==> src/rtl/adivc_regs.svh <==
// Register offsets, field positions, reset values and timing constants
// Assumes a 32-bit APB slave, byte addresses, one aligned word per register
//
// Behaviour
// - Quotient is numerator over denominator; inputs single or redundant pairs.
// - Window option adds window output with high, low and hysteresis settings.
// - Window comparator keeps two states; output 0 outside, 1 inside.
// - Outside enters inside when low < q < high - hysteresis, else stays.
// - Inside stays while low + hysteresis < q < high.
// - Threshold option: under goes over when q strictly exceeds threshold.
// - Threshold returns over to under only below threshold minus hysteresis.
// - Warning option adds output with own threshold, hysteresis, direction select.
// - Warning output is 1 when over, 0 when under.
// - Warning enters over above threshold plus hysteresis, leaves below threshold.
// - Converter sample rate selectable; 50 and 60 per second included.
// - Current mode: limits 2,5..3,9 mA and 20,1..23 mA; outside raises diagnostic.
// - Voltage mode: minimum 0 V, maximum 10,05..11,5 V; above raises diagnostic.
// - On a math error the quotient is forced to 0 or 200000.
// - Analog output option exposes raw measurements.
// - Error output option signals an error detected by the block.
// - Math error is 1 on zero divisor, open cable, overloads or mismatch.
// - Redundant mismatch: deviation above limit for longer than timeout seconds.
`ifndef ADIVC_REGS_SVH
`define ADIVC_REGS_SVH

// Register byte offsets
`define ADIVC_OFS_CTRL      8'h00
`define ADIVC_OFS_RATE      8'h04
`define ADIVC_OFS_WIN_HI    8'h08
`define ADIVC_OFS_WIN_LO    8'h0C
`define ADIVC_OFS_WIN_HYST  8'h10
`define ADIVC_OFS_THR       8'h14
`define ADIVC_OFS_THR_HYST  8'h18
`define ADIVC_OFS_WARN_THR  8'h1C
`define ADIVC_OFS_WARN_HYST 8'h20
`define ADIVC_OFS_CUR_MIN   8'h24
`define ADIVC_OFS_CUR_MAX   8'h28
`define ADIVC_OFS_VOLT_MAX  8'h2C
`define ADIVC_OFS_DEV_MAX   8'h30
`define ADIVC_OFS_TMO_SEC   8'h34
`define ADIVC_OFS_STATUS    8'h38
`define ADIVC_OFS_QUOT      8'h3C

// Control fields
`define ADIVC_CTRL_WIN_EN   0
`define ADIVC_CTRL_THR_EN   1
`define ADIVC_CTRL_WARN_EN  2
`define ADIVC_CTRL_WARN_LOW 3
`define ADIVC_CTRL_VOLT     4
`define ADIVC_CTRL_REDUND   5
`define ADIVC_CTRL_SAT_HI   6
`define ADIVC_CTRL_ANA_EN   7
`define ADIVC_CTRL_ERR_EN   8
`define ADIVC_CTRL_W        9
`define ADIVC_CTRL_RST      9'h000

// Status fields
`define ADIVC_ST_WIN      0
`define ADIVC_ST_THR      1
`define ADIVC_ST_WARN     2
`define ADIVC_ST_MATH     3
`define ADIVC_ST_RANGE    4
`define ADIVC_ST_DIV0     5
`define ADIVC_ST_MISM     6
`define ADIVC_ST_OVL      7

// Limits in uA and mV, clamped on write
`define ADIVC_CUR_MIN_LO  16'h09C4
`define ADIVC_CUR_MIN_HI  16'h0F3C
`define ADIVC_CUR_MAX_LO  16'h4E84
`define ADIVC_CUR_MAX_HI  16'h59D8
`define ADIVC_VOLT_MAX_LO 16'h2742
`define ADIVC_VOLT_MAX_HI 16'h2CEC
`define ADIVC_CUR_MIN_RST  16'h0E10
`define ADIVC_CUR_MAX_RST  16'h5014
`define ADIVC_VOLT_MAX_RST 16'h2742

// Saturation values and quotient fraction bits
`define ADIVC_SAT_HI      32'h00030D40
`define ADIVC_SAT_LO      32'h00000000
`define ADIVC_QFRAC       8

// Sample rates per second, index 0..3
`define ADIVC_SPS0        32'h00000032
`define ADIVC_SPS1        32'h0000003C
`define ADIVC_SPS2        32'h00000064
`define ADIVC_SPS3        32'h00000190
`define ADIVC_RATE_RST    2'h0

// Mismatch timebase in seconds and system clock rate in Hz
`define ADIVC_SEC_UNIT    32'h00000001
`define ADIVC_CLK_HZ      50000000

`endif

==> src/rtl/adivc_pkg.sv <==
// Types shared by the quotient comparator block
// Assumes adivc_regs.svh supplies the numeric constants
package adivc_pkg;
  typedef logic [31:0] adivc_word_t;
  typedef logic [15:0] adivc_meas_t;
  typedef enum logic {outside_band_state, inside_band_state} adivc_win_t;
  typedef enum logic {under_thr_state, over_thr_state} adivc_thr_t;
endpackage

==> src/rtl/adivc_top.sv <==
// Quotient comparators with range diagnostics, mismatch check and APB registers
// Assumes measurements in uA or mV, synchronous to i_sys_clk, with a valid pulse
`include "adivc_regs.svh"

module adivc_top #(
  parameter int unsigned CLK_HZ = `ADIVC_CLK_HZ
) (
  input  wire logic                 i_sys_clk,
  input  wire logic                 i_rst_b,
  input  wire logic                 i_psel,
  input  wire logic                 i_penable,
  input  wire logic                 i_pwrite,
  input  wire logic [7:0]           i_paddr,
  input  wire logic [31:0]          i_pwdata,
  input  wire logic [3:0]           i_pstrb,
  output logic      [31:0]          o_prdata,
  output logic                      o_pready,
  output logic                      o_pslverr,
  input  wire adivc_pkg::adivc_meas_t i_num,
  input  wire adivc_pkg::adivc_meas_t i_num_red,
  input  wire adivc_pkg::adivc_meas_t i_den,
  input  wire adivc_pkg::adivc_meas_t i_den_red,
  input  wire logic                 i_sample_vld,
  input  wire logic                 i_pwr_ovl,
  input  wire logic                 i_in_ovl,
  output logic                      o_conv_start,
  output logic                      o_window_in_range_out,
  output logic                      o_thr_out,
  output logic                      o_warn_out,
  output logic                      o_math_err,
  output logic                      o_error_out,
  output adivc_pkg::adivc_word_t    o_quotient,
  output adivc_pkg::adivc_meas_t    o_analog_num,
  output adivc_pkg::adivc_meas_t    o_analog_den
);
  import adivc_pkg::*;

  ////////////////////////////////////////////////////////////////////////////
  // Helper functions

  // Byte-lane merge of an APB write
  function automatic logic [31:0] wmerge(input logic [31:0] old, input logic [31:0] wd,
                                         input logic [3:0] strb);
    logic [31:0] r;
    r = old;
    for (int b = 0; b < 4; b++) begin
      if (strb[b]) begin
        r[8*b +: 8] = wd[8*b +: 8];
      end
    end
    return r;
  endfunction

  // Clamp a limit into its permitted range
  function automatic logic [15:0] clamp16(input logic [15:0] v, input logic [15:0] lo,
                                          input logic [15:0] hi);
    if (v < lo) begin
      return lo;
    end else if (v > hi) begin
      return hi;
    end
    return v;
  endfunction

  // Widen to signed so threshold plus or minus hysteresis never wraps
  function automatic logic signed [33:0] ext(input logic [31:0] v);
    return signed'({2'b00, v});
  endfunction

  // Absolute difference of two measurements
  function automatic logic [15:0] adiff(input logic [15:0] a, input logic [15:0] b);
    return (a > b) ? (a - b) : (b - a);
  endfunction

  // Conversion period in cycles for a rate index
  function automatic logic [31:0] rate_cycles(input logic [1:0] sel);
    logic [31:0] sps;
    unique case (sel)
      2'h0: sps = `ADIVC_SPS0;
      2'h1: sps = `ADIVC_SPS1;
      2'h2: sps = `ADIVC_SPS2;
      2'h3: sps = `ADIVC_SPS3;
    endcase
    return CLK_HZ / sps;
  endfunction

  localparam logic [31:0] SEC_CYCLES = CLK_HZ * `ADIVC_SEC_UNIT;

  ////////////////////////////////////////////////////////////////////////////
  // Registers and state

  logic [`ADIVC_CTRL_W-1:0] ctrl_r;
  logic [1:0]               rate_r;
  logic [31:0]              win_hi_r, win_lo_r, win_hyst_r;
  logic [31:0]              thr_r, thr_hyst_r, warn_thr_r, warn_hyst_r;
  logic [15:0]              cur_min_r, cur_max_r, volt_max_r, dev_max_r;
  logic [7:0]               tmo_sec_r;
  adivc_win_t               win_st_r;
  adivc_thr_t               thr_st_r, warn_st_r;
  logic [31:0]              quot_r;
  logic                     math_r, range_r, div0_r, ovl_r, dev_r;
  logic [31:0]              conv_cnt_r, sec_cnt_r;
  logic [7:0]               mism_sec_r;

  logic        acc, wr_en, rd_en, hit;
  logic [31:0] rd_data;
  logic [31:0] wm_c;
  logic [15:0] num_c, den_c;
  logic [23:0] raw_quot;
  logic        range_c, div0_c, mism_c, math_c, dev_c;
  logic [31:0] quot_c;
  logic signed [33:0] q_s;

  ////////////////////////////////////////////////////////////////////////////
  // APB decode: one wait-free access phase, pready from a flop

  assign acc   = i_psel & i_penable & o_pready;
  assign wr_en = acc & i_pwrite & hit;
  assign rd_en = i_psel & ~i_penable & ~i_pwrite;
  // Write data merged over the addressed register's present value
  assign wm_c  = wmerge(rd_data, i_pwdata, i_pstrb);

  // Read multiplexer and address hit
  always_comb begin
    hit     = 1'b1;
    rd_data = 32'h00000000;
    unique case (i_paddr)
      `ADIVC_OFS_CTRL:      rd_data = {23'h000000, ctrl_r};
      `ADIVC_OFS_RATE:      rd_data = {30'h00000000, rate_r};
      `ADIVC_OFS_WIN_HI:    rd_data = win_hi_r;
      `ADIVC_OFS_WIN_LO:    rd_data = win_lo_r;
      `ADIVC_OFS_WIN_HYST:  rd_data = win_hyst_r;
      `ADIVC_OFS_THR:       rd_data = thr_r;
      `ADIVC_OFS_THR_HYST:  rd_data = thr_hyst_r;
      `ADIVC_OFS_WARN_THR:  rd_data = warn_thr_r;
      `ADIVC_OFS_WARN_HYST: rd_data = warn_hyst_r;
      `ADIVC_OFS_CUR_MIN:   rd_data = {16'h0000, cur_min_r};
      `ADIVC_OFS_CUR_MAX:   rd_data = {16'h0000, cur_max_r};
      `ADIVC_OFS_VOLT_MAX:  rd_data = {16'h0000, volt_max_r};
      `ADIVC_OFS_DEV_MAX:   rd_data = {16'h0000, dev_max_r};
      `ADIVC_OFS_TMO_SEC:   rd_data = {24'h000000, tmo_sec_r};
      `ADIVC_OFS_STATUS:    rd_data = {24'h000000, ovl_r, mism_c, div0_r, range_r, math_r,
                                       warn_st_r == over_thr_state,
                                       thr_st_r == over_thr_state,
                                       win_st_r == inside_band_state};
      `ADIVC_OFS_QUOT:      rd_data = quot_r;
      default:              hit = 1'b0;
    endcase
  end

  // Answer flops: ready in the first access cycle, error on unmapped
  always_ff @(posedge i_sys_clk or negedge i_rst_b) begin
    if (!i_rst_b) begin
      o_pready  <= 1'b0;
      o_pslverr <= 1'b0;
      o_prdata  <= 32'h00000000;
    end else begin
      o_pready  <= i_psel & ~i_penable;
      o_pslverr <= i_psel & ~i_penable & ~hit;
      o_prdata  <= rd_en ? rd_data : 32'h00000000;
    end
  end

  // Configuration registers; current and voltage limits clamped into range
  always_ff @(posedge i_sys_clk or negedge i_rst_b) begin
    if (!i_rst_b) begin
      ctrl_r      <= `ADIVC_CTRL_RST;
      rate_r      <= `ADIVC_RATE_RST;
      win_hi_r    <= 32'h00000000;
      win_lo_r    <= 32'h00000000;
      win_hyst_r  <= 32'h00000000;
      thr_r       <= 32'h00000000;
      thr_hyst_r  <= 32'h00000000;
      warn_thr_r  <= 32'h00000000;
      warn_hyst_r <= 32'h00000000;
      cur_min_r   <= `ADIVC_CUR_MIN_RST;
      cur_max_r   <= `ADIVC_CUR_MAX_RST;
      volt_max_r  <= `ADIVC_VOLT_MAX_RST;
      dev_max_r   <= 16'h0000;
      tmo_sec_r   <= 8'h00;
    end else if (wr_en) begin
      unique case (i_paddr)
        `ADIVC_OFS_CTRL:
          ctrl_r <= wm_c[`ADIVC_CTRL_W-1:0];
        `ADIVC_OFS_RATE:
          rate_r <= wm_c[1:0];
        `ADIVC_OFS_WIN_HI:    win_hi_r    <= wmerge(win_hi_r, i_pwdata, i_pstrb);
        `ADIVC_OFS_WIN_LO:    win_lo_r    <= wmerge(win_lo_r, i_pwdata, i_pstrb);
        `ADIVC_OFS_WIN_HYST:  win_hyst_r  <= wmerge(win_hyst_r, i_pwdata, i_pstrb);
        `ADIVC_OFS_THR:       thr_r       <= wmerge(thr_r, i_pwdata, i_pstrb);
        `ADIVC_OFS_THR_HYST:  thr_hyst_r  <= wmerge(thr_hyst_r, i_pwdata, i_pstrb);
        `ADIVC_OFS_WARN_THR:  warn_thr_r  <= wmerge(warn_thr_r, i_pwdata, i_pstrb);
        `ADIVC_OFS_WARN_HYST: warn_hyst_r <= wmerge(warn_hyst_r, i_pwdata, i_pstrb);
        `ADIVC_OFS_CUR_MIN:
          cur_min_r <= clamp16(wm_c[15:0], `ADIVC_CUR_MIN_LO, `ADIVC_CUR_MIN_HI);
        `ADIVC_OFS_CUR_MAX:
          cur_max_r <= clamp16(wm_c[15:0], `ADIVC_CUR_MAX_LO, `ADIVC_CUR_MAX_HI);
        `ADIVC_OFS_VOLT_MAX:
          volt_max_r <= clamp16(wm_c[15:0], `ADIVC_VOLT_MAX_LO, `ADIVC_VOLT_MAX_HI);
        `ADIVC_OFS_DEV_MAX:
          dev_max_r <= wm_c[15:0];
        `ADIVC_OFS_TMO_SEC:
          tmo_sec_r <= wm_c[7:0];
        default: ;
      endcase
    end
  end

  ////////////////////////////////////////////////////////////////////////////
  // Conversion start pacing at the selected rate

  // One start pulse per conversion period
  always_ff @(posedge i_sys_clk or negedge i_rst_b) begin
    if (!i_rst_b) begin
      conv_cnt_r   <= 32'h00000000;
      o_conv_start <= 1'b0;
    end else if (conv_cnt_r >= rate_cycles(rate_r) - 32'h00000001) begin
      conv_cnt_r   <= 32'h00000000;
      o_conv_start <= 1'b1;
    end else begin
      conv_cnt_r   <= conv_cnt_r + 32'h00000001;
      o_conv_start <= 1'b0;
    end
  end

  ////////////////////////////////////////////////////////////////////////////
  // Measurement diagnostics and quotient

  // Range check, zero divisor and deviation of the redundant pairs
  always_comb begin
    num_c   = i_num;
    den_c   = i_den;
    div0_c  = (den_c == 16'h0000);
    if (ctrl_r[`ADIVC_CTRL_VOLT]) begin
      range_c = (i_num > volt_max_r) || (i_den > volt_max_r);
      if (ctrl_r[`ADIVC_CTRL_REDUND]) begin
        range_c = range_c || (i_num_red > volt_max_r) || (i_den_red > volt_max_r);
      end
    end else begin
      range_c = (i_num < cur_min_r) || (i_num > cur_max_r) ||
                (i_den < cur_min_r) || (i_den > cur_max_r);
      if (ctrl_r[`ADIVC_CTRL_REDUND]) begin
        range_c = range_c || (i_num_red < cur_min_r) || (i_num_red > cur_max_r) ||
                  (i_den_red < cur_min_r) || (i_den_red > cur_max_r);
      end
    end
    dev_c = ctrl_r[`ADIVC_CTRL_REDUND] &&
            ((adiff(i_num, i_num_red) > dev_max_r) ||
             (adiff(i_den, i_den_red) > dev_max_r));
  end

  // Fixed-point quotient of the primary channels
  assign raw_quot = div0_c ? 24'h000000 : ({num_c, 8'h00} / {8'h00, den_c});
  assign mism_c   = dev_r && (mism_sec_r > tmo_sec_r);
  assign math_c   = div0_c | range_c | i_pwr_ovl | i_in_ovl | mism_c;
  assign quot_c   = math_c ? (ctrl_r[`ADIVC_CTRL_SAT_HI] ? `ADIVC_SAT_HI : `ADIVC_SAT_LO)
                           : {8'h00, raw_quot};
  assign q_s      = ext(quot_c);

  // Deviation persistence measured in whole seconds
  always_ff @(posedge i_sys_clk or negedge i_rst_b) begin
    if (!i_rst_b) begin
      dev_r      <= 1'b0;
      sec_cnt_r  <= 32'h00000000;
      mism_sec_r <= 8'h00;
    end else begin
      if (i_sample_vld) begin
        dev_r <= dev_c;
      end
      if (!dev_r) begin
        sec_cnt_r  <= 32'h00000000;
        mism_sec_r <= 8'h00;
      end else if (sec_cnt_r >= SEC_CYCLES - 32'h00000001) begin
        sec_cnt_r  <= 32'h00000000;
        mism_sec_r <= (mism_sec_r == 8'hFF) ? mism_sec_r : mism_sec_r + 8'h01;
      end else begin
        sec_cnt_r <= sec_cnt_r + 32'h00000001;
      end
    end
  end

  // Diagnostics and quotient captured per sample
  always_ff @(posedge i_sys_clk or negedge i_rst_b) begin
    if (!i_rst_b) begin
      quot_r  <= 32'h00000000;
      math_r  <= 1'b0;
      range_r <= 1'b0;
      div0_r  <= 1'b0;
      ovl_r   <= 1'b0;
    end else if (i_sample_vld) begin
      quot_r  <= quot_c;
      math_r  <= math_c;
      range_r <= range_c;
      div0_r  <= div0_c;
      ovl_r   <= i_pwr_ovl | i_in_ovl;
    end
  end

  ////////////////////////////////////////////////////////////////////////////
  // Comparators, stepped once per sample

  // Window comparator with hysteresis on both edges
  always_ff @(posedge i_sys_clk or negedge i_rst_b) begin
    if (!i_rst_b) begin
      win_st_r <= outside_band_state;
    end else if (i_sample_vld) begin
      unique case (win_st_r)
        outside_band_state:
          if (q_s > ext(win_lo_r) && q_s < ext(win_hi_r) - ext(win_hyst_r)) begin
            win_st_r <= inside_band_state;
          end
        inside_band_state:
          if (!(q_s < ext(win_hi_r) && q_s > ext(win_lo_r) + ext(win_hyst_r))) begin
            win_st_r <= outside_band_state;
          end
      endcase
    end
  end

  // Threshold comparator, hysteresis on the falling side
  always_ff @(posedge i_sys_clk or negedge i_rst_b) begin
    if (!i_rst_b) begin
      thr_st_r <= under_thr_state;
    end else if (i_sample_vld) begin
      unique case (thr_st_r)
        under_thr_state:
          if (q_s > ext(thr_r)) begin
            thr_st_r <= over_thr_state;
          end
        over_thr_state:
          if (q_s < ext(thr_r) - ext(thr_hyst_r)) begin
            thr_st_r <= under_thr_state;
          end
      endcase
    end
  end

  // Warning comparator; lower-limit mode mirrors the direction
  always_ff @(posedge i_sys_clk or negedge i_rst_b) begin
    if (!i_rst_b) begin
      warn_st_r <= under_thr_state;
    end else if (i_sample_vld) begin
      unique case (warn_st_r)
        under_thr_state:
          if (ctrl_r[`ADIVC_CTRL_WARN_LOW] ? (q_s < ext(warn_thr_r) - ext(warn_hyst_r))
                                           : (q_s > ext(warn_thr_r) + ext(warn_hyst_r))) begin
            warn_st_r <= over_thr_state;
          end
        over_thr_state:
          if (ctrl_r[`ADIVC_CTRL_WARN_LOW] ? (q_s > ext(warn_thr_r))
                                           : (q_s < ext(warn_thr_r))) begin
            warn_st_r <= under_thr_state;
          end
      endcase
    end
  end

  ////////////////////////////////////////////////////////////////////////////
  // Output flops, gated by their options

  always_ff @(posedge i_sys_clk or negedge i_rst_b) begin
    if (!i_rst_b) begin
      o_window_in_range_out <= 1'b0;
      o_thr_out             <= 1'b0;
      o_warn_out            <= 1'b0;
      o_math_err            <= 1'b0;
      o_error_out           <= 1'b0;
      o_quotient            <= 32'h00000000;
      o_analog_num          <= 16'h0000;
      o_analog_den          <= 16'h0000;
    end else begin
      o_window_in_range_out <= ctrl_r[`ADIVC_CTRL_WIN_EN] &&
                               (win_st_r == inside_band_state);
      o_thr_out             <= ctrl_r[`ADIVC_CTRL_THR_EN] && !ctrl_r[`ADIVC_CTRL_WIN_EN] &&
                               (thr_st_r == over_thr_state);
      o_warn_out            <= ctrl_r[`ADIVC_CTRL_WARN_EN] &&
                               (warn_st_r == over_thr_state);
      o_math_err            <= math_r;
      o_error_out           <= ctrl_r[`ADIVC_CTRL_ERR_EN] && math_r;
      o_quotient            <= quot_r;
      o_analog_num          <= ctrl_r[`ADIVC_CTRL_ANA_EN] ? i_num : 16'h0000;
      o_analog_den          <= ctrl_r[`ADIVC_CTRL_ANA_EN] ? i_den : 16'h0000;
    end
  end

endmodule

==> config.mk <==
export PLATFORM = sky130hd
export DESIGN_NAME = adivc_top
export DESIGN_NICKNAME = d
export VERILOG_FILES = /design/src/rtl/adivc_pkg.sv /design/src/rtl/adivc_top.sv
export VERILOG_INCLUDE_DIRS = /design/src /design/src/rtl
export SDC_FILE = /design/constraint.sdc
export NUM_CORES = 2
export LEC_CHECK = 0
export BUFFER_PORTS_ARGS = -buffer_cell sky130_fd_sc_hd__buf_2
export CORE_UTILIZATION = 24
export DETAILED_ROUTE_END_ITERATION = 7
export GPL_ROUTABILITY_DRIVEN = 0
export GPL_TIMING_DRIVEN = 0
export PLACE_DENSITY = 0.42
export SLEW_MARGIN = 20
export SYNTH_ARGS = -nofsm -noshare
export SYNTH_HDL_FRONTEND = slang
export SYNTH_SLANG_ARGS = --single-unit
==> constraint.sdc <==
create_clock -name i_sys_clk -period 13.9 [get_ports i_sys_clk]
set_input_delay 1.39 -clock i_sys_clk [delete_from_list [all_inputs] [get_ports i_sys_clk]]
set_output_delay 1.39 -clock i_sys_clk [all_outputs]
set_load 0.02 [all_outputs]
==> impl_metrics.tcl <==
set metrics [dict create \
    routed_wl_um 260000 \
    grt_first_pass_wirelength_um 377000 \
    worstSetupPathType "in -> reg" \
    ys_ff_latch 507 \
    synth_top_family_by_area "compound AO/OA/AOI/OAI gates" \
    start_util_pct 24.1 \
    arrival_ns 52.16 \
    period_needed_ns 51.57 \
    clkSlewWorstSetupHoldPaths_ns 0.06 \
    synth_async_sr_flop_share_pct 100 \
    place_area_um2 64000 \
    worstPathMaxFanout 8 \
    chipHeight_um 488 \
    layout_commonest_cell "ha_1" \
    fin_cells 10800 \
    nets 8686 \
    drc 4 \
    layout-drive-gt1-share_pct 19.5 \
    synth_adder_area_share_pct 21.5 \
    critical_path.most_common_cell "buf_4" \
    max_freq_ghz 0.0194 \
    portBuffers 194 \
    drtPass1Iterations 8 \
    synth_top_area_share_pct 21.8 \
    std_cell_rows 178 \
    io-pin-count 220 \
    yosys_warnings 0 \
    core_um2 235000 \
    post_drt_wl_per_cell_um 24.0 \
    worst_slew_pin_slew_ns 1.31 \
    fillers 24900 \
    worstPathRequired_ns 14.49 \
    drv_slew 0 \
    placed_cells 10300 \
    worstSetupStartpointType "input port" \
    yosysSeqAreaShare_pct 22.4 \
    clockBufferDepth 3 \
    postSynthCellCount 6878 \
    yosys.area.top_type "dfrtp_1" \
    setup_ws_ns -37.67 \
    numCtsBuffers 67 \
    violations "design-rule violations, negative setup slack" \
    gr-total-overflow 0 \
    synth.area.mux_share_pct 4.38 \
    areaGrowthSynthToFinish_pct 26.7 \
    finalHoldViolations 0 \
    synthTopCellsByArea "dfrtp_1 (22%), ha_1 (21%), o21ai_0 (4.9%)" \
    grt_max_degree 88 \
    rsz0062_at_grt "yes" \
    synthXorXnorAreaFrac_pct 5.28 \
    hold_buffers 0 \
    yosys.cell_types.count 109 \
    via_count 55900 \
    hold_class "reg -> reg" \
    antenna_found_initial 17 \
    grtUsageTotal_pct 21.4 \
    clock_sinks 507 \
    routed_via_density 5.17 \
    synth-simple-area-share_pct 17.2 \
    ant_nets 0 \
    first_global_vias 55300 \
    finalSetupViolCount 18 \
    h-tree-depth 3 \
    endpoint_kind "flip-flop" \
    avgSynthCellArea_um2 8.24 \
    dp_hpwl_um 201000 \
    synth-compound-area-share_pct 24.1 \
    relSlewSlack_pct 12.4 \
    place_ws_ns -45.64 \
    cts_tree "done" \
    post-route-cell-area_um2 71800 \
    drt_iter0_markers 4343 \
    cap_viol_max_count 0 \
    syn_area_um2 56700 \
    die_w_um 488 \
    synth-edff-count 0 \
    finalClockSkew_ns 0.0396 \
    synthFlopType "dfrtp_1" \
    die-area_um2 238000 \
    root_buffer "clkbuf_16" \
    final_cell_mix "ha_1 (880), nand2_1 (531), inv_1 (527), o21ai_0 (505), dfrtp_1 (493)" \
    period_share_pct 371 \
    outcome "finished, violations left" \
    clk_latency_ns 0.70 \
    max_stage_delay_ns 0.42 \
    slowest_stage "or3_4" \
]
critical path: cells and delay by family:
kind                     cells  cell delay [ns]
AO/OA/AOI/OAI              127            23.99
XOR/XNOR                     1             0.12
adder cells (fa/ha/maj)     23             5.50
buffers and inverters       82            10.48
multiplexers                11             3.11
AND/OR/NAND/NOR             52             7.42
kinds of logic (layout without fill, tap and decap cells):
logic type,count (synthesis),in the layout
XOR/XNOR,341,341
AND/OR/NAND/NOR,1976,1976
adder cells (fa/ha/maj),969,969
buffers and inverters,753,1505
flip-flops,507,507
multiplexers,225,225
other,1,36
AO/OA/AOI/OAI,2106,2106
path summary, 6_finish.rpt:
kind	to	depth (start not counted)	slack (ns)	startpoint
hold reg to reg	o_quotient[18]	0	0.43	quot_r[18]
setup / recovery	warn_st_r	296	-37.67	i_den[0]
max in group asynchronous	thr_r[28]	5	11.49	i_rst_b
hold / removal	o_quotient[18]	0	0.43	quot_r[18]
min in group asynchronous	o_analog_num[8]	1	0.57	i_rst_b
setup reg to reg	warn_st_r	48	4.02	cur_min_r[1]
cells in the mapped netlist, drive strengths merged, types with 46 or more instances:
library cell / count
mux2i: 47
o21bai: 59
nor2: 459
and2: 73
o31ai: 46
nor4: 50
a211oi: 46
nand4: 133
xor2: 121
nor3: 146
mux2: 178
o21ai: 567
ha: 959
nand3: 134
nand2: 546
a22oi: 98
clkbuf: 169
a21oi: 469
a31oi: 54
inv: 545
dfrtp: 493
nor2b: 125
nand2b: 123
o21a: 114
a21o: 285
xnor2: 220
cell type report:
type                    count  area (um2)  area share, %
multi-input cells        5643       44500           62.0
flip-flops and latches    507       12700           17.7
repair buffers            635        4910           6.84
well taps                3150        3940           5.49
inverters                 545        2050           2.86
clock buffers              90        1940           2.70
plain buffers             202        1340           1.86
clock inverters            33         397          0.552
diodes                     10        25.0         0.0349
layer usage:
metal	GRT usage (%)	routed length, um
met1	28.1	114000
met2	34.9	119000
met5	0	57
met3	2.63	14400
met4	9.18	12300
sequential cells by signal, summed over array words and instances, names as in the netlist, 2 cells and up:
register	cells
win_hi_r	32
volt_max_r	16
warn_hyst_r	32
rate_r	2
sec_cnt_r	32
o_prdata	32
warn_thr_r	32
thr_hyst_r	32
cur_min_r	16
tmo_sec_r	8
quot_r	24
win_hyst_r	32
o_analog_num	16
mism_sec_r	8
cur_max_r	16
win_lo_r	32
dev_max_r	16
o_analog_den	16
thr_r	32
conv_cnt_r	32
ctrl_r	9
o_quotient	24
through the flow:
| step | utilization [%] | hold slack, ns | TNS (ns) |
|---|---|---|---|
| 6_report | 30.6 | 0.428 | -357.14 |
| 4_1_cts | 30.0 | 0.418 | -350.40 |
| 2_1_floorplan | - | 0.369 | -334.09 |
| 3_5_place_dp | 27.2 | 0.421 | -454.99 |
| 3_3_place_gp | 26.9 | 0.420 | -611.33 |
| 5_1_grt | 30.6 | 0.446 | -378.96 |
timing repair:
| item | in CTS | in global routing |
|---|---|---|
| gates resized for setup | 356 | 150 |
| buffers inserted | 303 | 109 |
| cloned | 3 | 0 |
| pin swaps | 203 | 199 |
| setup endpoints to repair | 19 | 18 |
Power is not shown: default switching activity piles up to over one toggle a cycle in this logic, so the estimate is an artifact.
